<file path="src/keypad_wake_consts.svh">
// register offsets, field positions and reset values of the keypad wake unit
`ifndef KEYPAD_WAKE_CONSTS_SVH
`define KEYPAD_WAKE_CONSTS_SVH

// printed offsets are register indexes; byte address is four times the index
`define KPD_STATUS_CONTROL_IDX 8'h1A
`define KPD_PIN_ENABLE_IDX     8'h1B
`define KPD_ADDR_W             10
`define KPD_STATUS_CONTROL_ADR 10'h068
`define KPD_PIN_ENABLE_ADR     10'h06C

`define KPD_PENDING_BIT        3
`define KPD_ACK_BIT            2
`define KPD_MASK_BIT           1
`define KPD_MODE_BIT           0

`define KPD_STATUS_CONTROL_RST 8'h00
`define KPD_PIN_ENABLE_RST     8'h00

`define KPD_VECTOR_HI          16'hFFE0
`define KPD_VECTOR_LO          16'hFFE1

`endif

</file>
<file path="src/keypad_wake_pkg.sv">
// types shared by the keypad wake unit
package keypad_wake_pkg;

    typedef struct packed {
        logic [9:0]  adr;
        logic [31:0] dat;
        logic [3:0]  sel;
        logic        we;
        logic        cyc;
        logic        stb;
    } wb_req_type;

    typedef struct packed {
        logic [31:0] dat;
        logic        ack;
    } wb_rsp_type;

    typedef struct packed {
        logic       vector_fetch;
        logic       in_break;
        logic       break_clear_enable;
        logic       low_power;
    } cpu_ctrl_type;

    typedef enum logic [1:0] {
        REQ_IDLE    = 2'b00,
        REQ_LATCHED = 2'b01,
        REQ_ACKED   = 2'b10
    } req_state_type;

endpackage

</file>
<file path="src/keypad_pin_sync.sv">
// two-stage synchronizer for the port a pins
`timescale 1ns/1ns
`default_nettype none

module keypad_pin_sync #(
    parameter int WIDTH = 8
) (
    input  wire logic             clk_i,
    input  wire logic             rst_i,
    input  wire logic             ce_i,
    input  wire logic [WIDTH-1:0] async_i,
    output logic      [WIDTH-1:0] sync_o
);

    logic [WIDTH-1:0] meta_q;
    logic [WIDTH-1:0] sync_q;

    // reset to high: pins idle high under pullups
    always_ff @(posedge clk_i) begin
        if (rst_i) begin
            meta_q <= {WIDTH{1'b1}};
            sync_q <= {WIDTH{1'b1}};
        end else if (ce_i) begin
            meta_q <= async_i;
            sync_q <= meta_q;
        end
    end

    assign sync_o = sync_q;

endmodule

`default_nettype wire

</file>
<file path="src/keypad_wake_unit.sv">
// keypad wake unit: eight port a pins into one shared interrupt request
//
// Summary of operation
// eight pin inputs, each with own enable
// enable bit turns on pin pullup
// request when enabled pins fall from all-high
// edge mode: no request if another low
// level mode: request held while any low
// level mode: clear needs ack and all high
// vector fetch acknowledge clears the request
// writing one to ack bit clears request
// new falling edge after ack relatches
// unmasked request goes to cpu, vector FFE0
// edge mode: ack clears request immediately
// reset clears request and mode bit
// pending flag ignores the mask bit
// enable forces pin to input direction
// software: mask, enable, ack, unmask
// software: level mode delays ack after enable
// software: drive pins high before enabling
// stays active, unmasked request leaves wait
// stays active, unmasked request leaves stop
// in break, ack write ignored unless enabled
// ack bit always reads zero
// pins synchronised by two flip-flops
//
// The Wishbone register port was decided locally.
`include "keypad_wake_consts.svh"
`timescale 1ns/1ns
`default_nettype none

module keypad_wake_unit #(
    parameter int PINS = 8
) (
    input  wire logic                         clk_i,
    input  wire logic                         rst_i,
    input  wire logic                         ce_i,
    input  wire keypad_wake_pkg::wb_req_type  wb_req_i,
    output keypad_wake_pkg::wb_rsp_type       wb_rsp_o,
    input  wire keypad_wake_pkg::cpu_ctrl_type cpu_ctrl_i,
    input  wire logic [PINS-1:0]              port_a_pins_i,
    input  wire logic [PINS-1:0]              port_a_direction_i,
    output logic      [PINS-1:0]              port_a_direction_eff_o,
    output logic      [PINS-1:0]              pullup_enable_o,
    output logic                              irq_request_o,
    output logic                              wake_o
);

    ////////////////////////////////////////////////////////////////////////
    // registers

    logic [PINS-1:0] pin_irq_enables_q;
    logic            request_mask_q;
    logic            level_sense_select_q;
    logic            ack_q;
    logic [31:0]     rdat_q;
    logic [PINS-1:0] pins_sync;
    logic            all_high_q;
    logic            request_q;
    keypad_wake_pkg::req_state_type state_q;
    keypad_wake_pkg::req_state_type state_d;

    function automatic logic hit(input logic [9:0] adr, input logic [9:0] ref_adr);
        hit = (adr[9:2] == ref_adr[9:2]);
    endfunction

    logic bus_go;
    logic wr_sc;
    logic wr_en;
    assign bus_go = wb_req_i.cyc && wb_req_i.stb && !ack_q;
    assign wr_sc  = bus_go && wb_req_i.we && wb_req_i.sel[0]
                    && hit(wb_req_i.adr, `KPD_STATUS_CONTROL_ADR);
    assign wr_en  = bus_go && wb_req_i.we && wb_req_i.sel[0]
                    && hit(wb_req_i.adr, `KPD_PIN_ENABLE_ADR);

    ////////////////////////////////////////////////////////////////////////
    // wishbone slave: one registered ack, one wait state, unmapped reads zero

    always_ff @(posedge clk_i) begin
        if (rst_i) begin
            ack_q <= 1'b0;
        end else if (ce_i) begin
            ack_q <= bus_go;
        end
    end

    always_ff @(posedge clk_i) begin
        if (rst_i) begin
            rdat_q <= 32'h00000000;
        end else if (ce_i && bus_go) begin
            rdat_q <= 32'h00000000;
            if (hit(wb_req_i.adr, `KPD_STATUS_CONTROL_ADR)) begin
                // pending flag independent of mask
                rdat_q[`KPD_PENDING_BIT] <= request_q;
                // ack bit reads zero
                rdat_q[`KPD_ACK_BIT]     <= 1'b0;
                rdat_q[`KPD_MASK_BIT]    <= request_mask_q;
                rdat_q[`KPD_MODE_BIT]    <= level_sense_select_q;
            end else if (hit(wb_req_i.adr, `KPD_PIN_ENABLE_ADR)) begin
                rdat_q[PINS-1:0] <= pin_irq_enables_q;
            end
        end
    end

    assign wb_rsp_o.ack = ack_q;
    assign wb_rsp_o.dat = rdat_q;

    ////////////////////////////////////////////////////////////////////////
    // control register and enables

    always_ff @(posedge clk_i) begin
        // reset clears mode bit
        if (rst_i) begin
            request_mask_q       <= 1'b0;
            level_sense_select_q <= 1'b0;
        end else if (ce_i && wr_sc) begin
            request_mask_q       <= wb_req_i.dat[`KPD_MASK_BIT];
            level_sense_select_q <= wb_req_i.dat[`KPD_MODE_BIT];
        end
    end

    // per-pin enable register
    always_ff @(posedge clk_i) begin
        if (rst_i) begin
            pin_irq_enables_q <= `KPD_PIN_ENABLE_RST;
        end else if (ce_i && wr_en) begin
            pin_irq_enables_q <= wb_req_i.dat[PINS-1:0];
        end
    end

    // pullup follows enable
    assign pullup_enable_o = pin_irq_enables_q;

    // enable forces input direction
    genvar g;
    generate
        for (g = 0; g < PINS; g++) begin : g_dir
            assign port_a_direction_eff_o[g] = port_a_direction_i[g] && !pin_irq_enables_q[g];
        end
    endgenerate

    ////////////////////////////////////////////////////////////////////////
    // pin sampling and request latch

    // two-flop synchroniser
    keypad_pin_sync #(
        .WIDTH (PINS)
    ) u_sync (
        .clk_i   (clk_i),
        .rst_i   (rst_i),
        .ce_i    (ce_i),
        .async_i (port_a_pins_i),
        .sync_o  (pins_sync)
    );

    logic any_low;
    logic fall;
    logic ack_evt;
    // disabled pins ignored
    assign any_low = |(~pins_sync & pin_irq_enables_q);
    // edge only from all-high state
    assign fall    = any_low && all_high_q;
    // vector fetch or permitted write
    assign ack_evt = cpu_ctrl_i.vector_fetch
                     || (wr_sc && wb_req_i.dat[`KPD_ACK_BIT]
                         && (!cpu_ctrl_i.in_break || cpu_ctrl_i.break_clear_enable));

    always_ff @(posedge clk_i) begin
        if (rst_i) begin
            all_high_q <= 1'b1;
        end else if (ce_i) begin
            all_high_q <= !any_low;
        end
    end

    always_comb begin
        state_d = state_q;
        unique case (state_q)
            keypad_wake_pkg::REQ_IDLE: begin
                if (fall) begin
                    state_d = keypad_wake_pkg::REQ_LATCHED;
                end
            end
            keypad_wake_pkg::REQ_LATCHED: begin
                if (ack_evt) begin
                    // edge mode clears at once
                    if (!level_sense_select_q || !any_low) begin
                        state_d = keypad_wake_pkg::REQ_IDLE;
                    end else begin
                        state_d = keypad_wake_pkg::REQ_ACKED;
                    end
                end
            end
            keypad_wake_pkg::REQ_ACKED: begin
                // release once all pins high
                if (!any_low || !level_sense_select_q) begin
                    state_d = keypad_wake_pkg::REQ_IDLE;
                end
            end
            default: begin
                state_d = keypad_wake_pkg::REQ_IDLE;
            end
        endcase
        // new edge after ack relatches, set wins
        if (fall) begin
            state_d = keypad_wake_pkg::REQ_LATCHED;
        end
    end

    // reset drops the request
    always_ff @(posedge clk_i) begin
        if (rst_i) begin
            state_q <= keypad_wake_pkg::REQ_IDLE;
        end else if (ce_i) begin
            state_q <= state_d;
        end
    end

    // level mode holds while any pin low
    always_ff @(posedge clk_i) begin
        if (rst_i) begin
            request_q <= 1'b0;
        end else if (ce_i) begin
            request_q <= (state_d != keypad_wake_pkg::REQ_IDLE);
        end
    end

    // unmasked request to cpu
    assign irq_request_o = request_q && !request_mask_q;
    // wake from wait or stop
    assign wake_o        = irq_request_o && cpu_ctrl_i.low_power;

endmodule

`default_nettype wire

</file>
<file path="config.mk">
export PLATFORM = sky130hd
export DESIGN_NAME = keypad_wake_unit
export DESIGN_NICKNAME = d
export VERILOG_FILES = /design/src/keypad_wake_pkg.sv /design/src/keypad_pin_sync.sv /design/src/keypad_wake_unit.sv
export VERILOG_INCLUDE_DIRS = /design/src
export SDC_FILE = /design/constraint.sdc
export NUM_CORES = 1
export LEC_CHECK = 0
export BUFFER_PORTS_ARGS = -buffer_cell sky130_fd_sc_hd__clkbuf_2
export CAP_MARGIN = 10
export CORE_ASPECT_RATIO = 0.8
export CORE_MARGIN = 2
export CORE_UTILIZATION = 42
export CTS_BUF_LIST = sky130_fd_sc_hd__clkbuf_16
export CTS_CLUSTER_DIAMETER = 100
export DETAILED_ROUTE_END_ITERATION = 8
export HOLD_SLACK_MARGIN = 0.15
export PLACE_DENSITY = 0.9
export SLEW_MARGIN = 40
export SYNTH_ARGS = -nofsm -noshare
export SYNTH_HDL_FRONTEND = slang
export SYNTH_SLANG_ARGS = --single-unit
</file>
<file path="constraint.sdc">
create_clock -name clk_i -period 2 [get_ports clk_i]
set_input_delay 0 -clock clk_i [delete_from_list [all_inputs] [get_ports clk_i]]
set_output_delay 0 -clock clk_i [all_outputs]
set_load 0.05 [all_outputs]
</file>
# Word level (Yosys, flattened, before mapping)
# Index checks and enable logic that the tools add are counted.
[totals]
mem_bits_rw = 0
elab_cells = 65
latch_bits = 0
register_bits = 39
memories = 0
mem_bits_ro = 0
in_bits = 72
output_inout_bits = 51
[op_classes]
multipliers = 0
magnitude_cmp = 0
eq_ne = 4
add_sub_neg = 0
div_mod_pow = 0
muxes = 8
n_bitwise = 2
shift = 0
n_reduce_logical = 41
[ops]
columns = ["op", "count"]
rows = [
  ["$logic_and A1 B1 Y1", 22],
  ["$eq A8 B5 Y1 const B", 2],
  ["$logic_not A1 Y1", 13],
  ["$and A8 B8 Y8", 1],
  ["$mux W2", 4],
  ["$mux W4", 2],
  ["$mux W8", 1],
  ["$not A8 Y8", 1],
  ["$reduce_or A8 Y1", 1],
  ["$pmux W2 S3", 1],
  ["$logic_or A1 B1 Y1", 3],
  ["$eq A2 B1 Y1 const B", 1],
  ["$eq A2 B2 Y1 const B", 1],
  ["$logic_not A2 Y1", 1],
  ["$reduce_bool A2 Y1", 1],
]

# Depth between registers and ports, before layout
# Gate-level depths: netlist of the first run.
[depth]
ltp_word = 12
ltp_mapped = 5
ltp_nobuf = 5

# Modules after synthesis
# From an unflattened synthesis of the first run, not the netlist that was laid out.
[unflattened]
cells_unflattened = 202
area_unflattened_um2 = 1864.3
[modules_own_cells]
columns = ["mod", "n_inst", "seq_area_each_um2", "area_per_inst_um2", "cells_each"]
rows = [
  ["keypad_wake_unit", 1, 460.4, 1263.7, 149],
  ["keypad_pin_sync", 1, 320.3, 600.6, 53],
]

# Worst setup path before layout of the first run
# OpenSTA, ideal clock, no wires.
[synth_timing]
kind = "flip-flop to output port"
startpoint = "register request_q"
endpoint = "output wake_o"
setup_slack_ps = 398
arrival_ps = 1602
path_buffers = 0
path_stages_with_launch = 3
t_required_ps = 2000
cell_sequence = "dfxtp_1 > nor2b_1 > and2_1"
[synth_via]
elab_chain_cells = 2
[synth_lines]
columns = ["item", "line", "text"]
rows = [
  ["from (decl)", "keypad_wake_unit.sv:59", "logic request_q;"],
  ["from (signal assigned)", "keypad_wake_unit.sv:224", "request_q <= (state_d != keypad_wake_pkg::REQ_IDLE);"],
  ["$logic_and A1 B1 Y1", "keypad_wake_unit.sv:229", "assign irq_request_o = request_q && !request_mask_q;"],
  ["via irq_request_o", "keypad_wake_unit.sv:45", "output logic irq_request_o,"],
  ["$logic_and A1 B1 Y1", "keypad_wake_unit.sv:231", "assign wake_o = irq_request_o && cpu_ctrl_i.low_power;"],
  ["to (decl)", "keypad_wake_unit.sv:46", "output logic wake_o"],
]
# The timed path passes the listed nets, and every way through them passes these cells.

# Worst setup path after layout of the first run
[layout_timing]
startpoint = "register ack_q"
endpoint = "register request_mask_q"
[layout_via]
elab_chain_cells = 6
[layout_lines]
columns = ["item", "line", "text"]
rows = [
  ["from (decl)", "keypad_wake_unit.sv:55", "logic ack_q;"],
  ["from (signal assigned)", "keypad_wake_unit.sv:83", "ack_q <= bus_go;"],
  ["$logic_not A1 Y1", "keypad_wake_unit.sv:70", "assign bus_go = wb_req_i.cyc && wb_req_i.stb && !ack_q;"],
  ["$logic_and A1 B1 Y1", "keypad_wake_unit.sv:70", ""],
  ["$logic_and A1 B1 Y1 (3 in a row)", "keypad_wake_unit.sv:71", "assign wr_sc = bus_go && wb_req_i.we && wb_req_i.sel[0]"],
  ["$logic_and A1 B1 Y1", "keypad_wake_unit.sv:116", "end else if (ce_i && wr_sc) begin"],
  ["to (signal assigned)", "keypad_wake_unit.sv:117", "request_mask_q <= wb_req_i.dat[`KPD_MASK_BIT];"],
  ["to (decl)", "keypad_wake_unit.sv:53", "logic request_mask_q;"],
]
# No other way between the ends.
# A chain may end at the register's enable or synchronous reset.

==> impl_summary.log, run 1 <==
INFO  metric dieWidth = 78.8 microns
INFO  metric critical_path.n_buffers_inverters = 1
INFO  metric grt_pass1_wl = 6.91 mm
INFO  metric timing.max_slew.rel_slack = slightly below 50%
INFO  metric least_setup_slack_across_all_paths_after_layout = 0.380 ns
INFO  metric drive_gt1_share = 30.3%
INFO  metric crit_type = reg2reg
INFO  metric vias_in_the_first_global_route = 1566
INFO  metric sequential_fraction_of_the_synthesis_area = 41.5%
INFO  metric cts_max_level = 2
INFO  metric setup.worst_path.start = ack_q
INFO  metric dieArea = 5030 sq um
INFO  metric worst_hold_path_type = in2reg
INFO  metric summed_negative_setup_slack_over_all_endpoints = 0 ns
INFO  metric setup.reg_to_reg.worst_slack = 0.38 ns
INFO  metric drt-initial-drc-count = 55
INFO  metric ys_seq_elements = 39
INFO  metric placement_rows = 21
INFO  metric synth_cells = 201
INFO  metric finalHoldViolCount = 0
INFO  metric switching_share = 27.0%
INFO  metric total_switching_power = 0.000497 W
INFO  metric cell_internal_pwr = 0.00135 W
INFO  metric clockPowerShare = 40.1%
INFO  metric cts-buffers-inserted = 5
INFO  metric cts_tree = built
INFO  metric remaining_drc_errors = 0
INFO  metric max-vdd-ir-drop = a little over 0.5 mV
INFO  metric numClockSinks = 39
INFO  metric postSynth.asyncResetShare = 0%
INFO  metric post_cts.repair.setup_buffers = 0
INFO  metric die_h = 63.9 microns
INFO  metric synth_top_flop_cell = sky130_fd_sc_hd__dfxtp_1
INFO  metric min_period = 1.62 ns
INFO  metric ioPinCount = 123
INFO  metric holdBufCountCts = 18
INFO  metric postLayoutCoreUtil = 59.5%
INFO  metric post_cts.resized_instances = 0
INFO  metric clkSlewWorstSetupHoldPaths = 0.06 ns
INFO  metric crit_chain = nand4b_2 -> buf_4 -> and3b_1 -> nand2_1 -> mux2i_1 -> nor2_1
INFO  metric areaGrowthSynthToFinish = 33.9%
INFO  metric hold_path_startpoint = wb_req_i[41]
INFO  metric p_seq_share = 44.0%
INFO  metric yosys_warnings = 0
INFO  metric rd_place_congestion = roughly 0.77
INFO  metric layout.cells.most_common_list = 69 x sky130_fd_sc_hd__clkbuf_2, 39 x sky130_fd_sc_hd__dfxtp_1, 26 x sky130_fd_sc_hd__nor2b_1
INFO  metric layout.nets = 361
INFO  metric clk_path_buf_depth = 2
INFO  metric crit_required = around 2.1 ns
INFO  metric grt_overflow_total = 0
INFO  metric drv_cap = 0
INFO  metric route.vias.total = between 1500 and 2000
INFO  metric syn_area = 1880 sq um
INFO  metric post_detailed_route_count_of_antenna_violating_nets = 0
INFO  metric grt_antenna_before_repair = 0
INFO  metric critPathArrivalTime = 1.76 ns
INFO  metric initial_core_util = around 44%
INFO  metric fin_skew = 0.00556 ns
INFO  metric power_frac_comb = 16.0%
INFO  metric cpLargestDelayFamily = simple AND/OR/NAND/NOR gates
INFO  metric core-area = ~4200 sq um
INFO  metric grt_max_degree = 42
INFO  metric post_synth_num_cell_types = 30
INFO  metric quantity_of_i_o_buffers_inserted_on_ports = 69
INFO  metric layout.filler_cells = 389
INFO  metric design_area = between 2000 and 3000 sq um
INFO  metric layout.cells.most_common = sky130_fd_sc_hd__clkbuf_2
INFO  metric run_status = completed
INFO  metric vias_per_cell = ~4.8
INFO  metric slowest_delay = 0.32 ns
INFO  metric wirelength = 4.31 mm
INFO  metric setup.worst_path.end_class = register
INFO  metric number_of_enable_type_register_cells_in_the_synthesized_netlist = 0
INFO  metric dpl_cell_area = between 2000 and 2500 sq um
INFO  metric globalRouteTotalUtil = 17.8%
INFO  metric grt_setup_unrepaired = no
INFO  metric worst_path_max_delay_cell = sky130_fd_sc_hd__dfxtp_1
INFO  metric timing.fmax = around 620 MHz
INFO  metric drt-wirelength-per-cell = 12.4 microns
INFO  metric clk_root_buffer_cell = sky130_fd_sc_hd__clkbuf_16
INFO  metric average_instance_area_after_synthesis = 9.36 sq um
INFO  metric worst-path-max-fanout = 10
INFO  metric setup-violations-final = 0
INFO  metric tightest_slew = approximately 0.76 ns
INFO  metric slew_viol_final = 0
INFO  metric first_pass_iters = 4
INFO  metric dp_hpwl = a little under 3 mm
INFO  metric period_share = between 80% and 90%
INFO  metric critical_path.reg2reg.startpoint = ack_q
INFO  metric pwr_density_cell = 733 nW/um^2
INFO  metric critical_path.startpoint_type = register
INFO  metric insertion_delay = 0.28 ns
INFO  metric insertedDiodeCount = 0
INFO  metric power_leakage = roughly 1.2 nW
INFO  metric dpl_worst_slack = 0.361 ns
registers in the layout, indices dropped and copies added, names as in the netlist:
signal,count
pullup_enable_o,8
request_q,1
request_mask_q,1
u_sync.sync_o,8
all_high_q,1
state_q,2
level_sense_select_q,1
u_sync.meta_q,8
ack_q,1
rdat_q,8
cell usage after synthesis (3+ instances only):
| cell type | number | area share, % |
|---|---|---|
| sky130_fd_sc_hd__nand2b_1 | 7 | 2.3 |
| sky130_fd_sc_hd__a21oi_1 | 4 | 1.1 |
| sky130_fd_sc_hd__a22oi_1 | 8 | 3.2 |
| sky130_fd_sc_hd__nor2_1 | 19 | 3.8 |
| sky130_fd_sc_hd__dfxtp_1 | 39 | 42 |
| sky130_fd_sc_hd__o2111ai_1 | 3 | 1.4 |
| sky130_fd_sc_hd__mux2i_1 | 11 | 5.9 |
| sky130_fd_sc_hd__clkbuf_1 | 9 | 1.8 |
| sky130_fd_sc_hd__buf_4 | 25 | 10 |
| sky130_fd_sc_hd__a211o_1 | 16 | 7.5 |
| sky130_fd_sc_hd__mux2_2 | 3 | 1.8 |
| sky130_fd_sc_hd__nand2_1 | 3 | 0.60 |
| sky130_fd_sc_hd__nor2b_1 | 26 | 8.6 |
| sky130_fd_sc_hd__and3b_1 | 3 | 1.4 |
| sky130_fd_sc_hd__inv_1 | 8 | 1.6 |
power groups by stage:
stage	sequential (W)	combinational (W)	clock, W
after floorplan	0.000824	0.000242	0
after global placement	0.000827	0.000262	0
after detailed placement	0.000827	0.000265	0
after CTS	0.000811	0.000292	0.000758
after global routing	0.000812	0.000315	0.000796
final	0.000811	0.000294	0.000739
final cells by class:
class / count / area (sq um) / area share (%)
multi-input combinational: 143 / 935 / 37.1
clock buffer: 5 / 125 / 4.97
tap: 57 / 71.3 / 2.83
inverter: 8 / 30.0 / 1.19
clock inverter: 3 / 12.5 / 0.497
timing repair buffer: 92 / 563 / 22.4
sequential: 39 / 781 / 31.0
per-layer routing:
metal  wire length (microns)  part of all wire, %  track usage (%)
met3                     419                  9.7             6.36
met1                    1780                   41             20.4
met4                     101                  2.3             7.97
met5                       0                    0                0
met2                    2010                   47             29.7
metrics by stage:
step,cells,power [W],hold slack (ns)
3_5_place_dp,321,0.00109,0.211
3_3_place_gp,321,0.00109,0.208
6_report,347,0.00184,0.191
4_1_cts,347,0.00186,0.188
2_1_floorplan,224,0.00107,0.122
5_1_grt,347,0.00192,0.206
worst reg2reg max path, stage by stage, from the launching register on:
cell and delay [ns]:
sky130_fd_sc_hd__dfxtp_1 0.32, sky130_fd_sc_hd__nand4b_2 0.26, sky130_fd_sc_hd__buf_4 0.22, sky130_fd_sc_hd__and3b_1 0.32, sky130_fd_sc_hd__nand2_1 0.14, sky130_fd_sc_hd__mux2i_1 0.16, sky130_fd_sc_hd__nor2_1 0.06
worst paths after layout:
check	endpoint	cells past startpoint
min reg2reg	u_sync.sync_o[1]	1
min	rdat_q[3]	4
max	request_mask_q	6
max reg2reg	request_mask_q	6
cells by family after synthesis:
kind of cell,Yosys count,synth area share (%)
buf+inv,42,13.4
other cells,1,0.199
flops,39,41.5
simple gates,69,22.4
mux,14,7.65
compound gates,36,14.8
No activity file was read; power rests on OpenSTA's default activity.
==> run 2, diff against run 1 <==
Settings changed: CORE_UTILIZATION 42 to 38, PLACE_DENSITY 0.9 to 0.86.
Clock period 2 ns to 1.35 ns, I/O delays scaled along.
==> impl_summary.log, run 2 (synthesis results as in run 1) <==
INFO  metric run_status = finished, violations left
INFO  metric violations = negative setup slack
INFO  metric ioPinCount = 123 (unchanged)
INFO  metric critical_path.startpoint_type = register
INFO  metric vias_in_the_first_global_route = 1497 (-4.4%)
INFO  metric grt_antenna_before_repair = 0 (unchanged)
INFO  metric wirelength = 4.55 mm (+5.4%)
INFO  metric timing.max_slew.rel_slack = 60.6% (+11 points)
INFO  metric design_power_total = 0.00273 W (+48%)
INFO  metric die_h = 66.9 microns (+4.8%)
INFO  metric drive_gt1_share = 39.8% (+9.5 points)
INFO  metric fin_skew = 0.00351 ns (-0.00205 ns)
INFO  metric worst_path_max_delay_cell = sky130_fd_sc_hd__or3_4
INFO  metric finalHoldViolCount = 0 (unchanged)
INFO  metric route.vias.total = 1660 (+0.48%)
INFO  metric crit_type = reg2reg
INFO  metric layout.cells.most_common_list = 69 x sky130_fd_sc_hd__clkbuf_2, 28 x sky130_fd_sc_hd__dfxtp_1, 25 x sky130_fd_sc_hd__nor2b_1
INFO  metric pwr_density_cell = 1010 nW/um^2 (+38%)
INFO  metric clk_root_buffer_cell = sky130_fd_sc_hd__clkbuf_16
INFO  metric power_leakage = 1.26 nW (+8.3%)
INFO  metric cts_max_level = 2 (unchanged)
INFO  metric core-area = 4680 sq um (+11%)
INFO  metric drt-wirelength-per-cell = 12.7 microns (+1.9%)
INFO  metric areaGrowthSynthToFinish = 43.9%
INFO  metric grt_setup_unrepaired = yes
INFO  metric post_detailed_route_count_of_antenna_violating_nets = 0 (unchanged)
INFO  metric numClockSinks = 39 (unchanged)
INFO  metric drt-initial-drc-count = 58 (+5.5%)
INFO  metric globalRouteTotalUtil = 15.9% (-1.9 points)
INFO  metric grt_max_degree = 33 (-21%)
INFO  metric clkSlewWorstSetupHoldPaths = 0.05 ns (about the same)
INFO  metric slowest_delay = 0.42 ns (+0.10 ns)
INFO  metric insertion_delay = 0.28 ns (about the same)
INFO  metric layout.filler_cells = 417 (+7.2%)
INFO  metric critPathArrivalTime = 1.54 ns (-0.22 ns)
INFO  metric setup-violations-final = 2 (+2)
INFO  metric clk_path_buf_depth = 2 (unchanged)
INFO  metric grt_pass1_wl = 6.64 mm (-3.9%)
INFO  metric worst-path-max-fanout = 3 (-7)
INFO  metric cpLargestDelayFamily = simple AND/OR/NAND/NOR gates
INFO  metric dp_hpwl = 3.19 mm (+7.8%)
INFO  metric placement_rows = 22 (+4.8%)
INFO  metric critical_path.n_buffers_inverters = 0 (-1)
INFO  metric crit_required = 1.48 ns (-0.66 ns)
INFO  metric setup.worst_path.end_class = register
INFO  metric first_pass_iters = 4 (unchanged)
INFO  metric design_area = 2710 sq um (+7.5%)
INFO  metric layout.cells.non_filler = 359 (+3.5%)
INFO  metric dieWidth = 82.7 microns (+4.9%)
INFO  metric rd_place_congestion = 0.756 (-1.5%)
INFO  metric dpl_cell_area = 2320 sq um (+5.3%)
INFO  metric slew_viol_final = 0 (unchanged)
INFO  metric placedCellCount = 333 (+3.7%)
INFO  metric grt_overflow_total = 0 (unchanged)
INFO  metric drv_cap = 0 (unchanged)
INFO  metric quantity_of_i_o_buffers_inserted_on_ports = 69 (unchanged)
INFO  metric initial_core_util = 40.2% (-4.3 points)
INFO  metric layout.nets = 370 (+2.5%)
INFO  metric cts_tree = built
INFO  metric tightest_slew = 0.591 ns (-0.168 ns)
INFO  metric remaining_drc_errors = 0 (unchanged)
INFO  metric dieArea = 5530 sq um (+9.9%)
INFO  metric min_period = 1.41 ns (-0.208 ns)
INFO  metric max-vdd-ir-drop = 0.780 mV (+52%)
INFO  metric period_share = 105% (+24 points)
INFO  metric worst_hold_path_type = in2reg
INFO  metric insertedDiodeCount = 0 (unchanged)
INFO  metric crit_chain = nand2b_4 -> o2111ai_2 -> or3_4 -> a31oi_4 -> a31oi_1
INFO  metric cts-buffers-inserted = 5 (unchanged)
INFO  metric timing.fmax = 708 MHz (+15%)
INFO  metric vias_per_cell = 4.62 (-2.9%)
INFO  metric least_setup_slack_across_all_paths_after_layout = -0.0623 ns (-0.442 ns)
INFO  metric layout.cells.most_common = sky130_fd_sc_hd__clkbuf_2
[run 2: cell type report]
| class | instances | area (sq um) | area share [%] |
|---|---|---|---|
| repair buffers | 101 | 646 | 23.9 |
| multi-input cells | 143 | 1010 | 37.4 |
| well taps | 60 | 75.1 | 2.77 |
| inverters | 8 | 30.0 | 1.11 |
| clock inverters | 3 | 12.5 | 0.462 |
| flip-flops and latches | 39 | 807 | 29.8 |
| clock buffers | 5 | 125 | 4.62 |
[run 2: tightest hold or removal path, delay by kind of cell]
kind,cells,cell delay [ns]
AND/OR/NAND/NOR,1,0.11
AO/OA/AOI/OAI,1,0.06
buffers and inverters,2,0.22
[run 2: final timing paths]
kind	start	end	slack, ns	cells past startpoint
worst max-delay path	u_sync.sync_o[0]	request_q	-0.06	5
worst min-delay path	wb_req_i[0]	ack_q	0.17	4
worst max register to register	u_sync.sync_o[0]	request_q	-0.06	5
worst min register to register	u_sync.meta_q[2]	u_sync.sync_o[2]	0.46	1
[run 2: through the flow]
step                      hold slack [ns]  util (%)  worst slack (ns)  TNS, ns
after global routing                0.189      57.8            -0.118   -0.550
after global placement              0.207      49.5            0.0292        0
after CTS                           0.171      56.0           0.00155        0
after detailed placement            0.212      49.5           -0.0201  -0.0225
final                               0.166      57.8           -0.0623   -0.103
after floorplan                     0.122         -           0.00436        0
[run 2: report_power, final]
group,switching (W),internal (W),leakage (nW)
Clock,0.000420,0.000666,0.0762
Combinational,0.000298,0.000151,0.859
Sequential,0.0000174,0.00118,0.324
Total,0.000735,0.00199,1.26
[run 2: timing repair]
action	4_1_cts	5_1_grt
hold buffers	16	0
cloned	0	0
setup endpoints to repair	2	12
setup buffers	0	2
endpoints found under the hold margin	18	0
pin swaps	1	2
gates resized for setup	2	13
[run 2: layer usage]
layer	vias to the layer above	share of wire, %	GRT usage, %
li1	837	-	-
met1	757	43	19.5
met2	60	50	27.3
met3	6	6.2	3.39
met4	0	1.1	5.53
met5	-	0	0
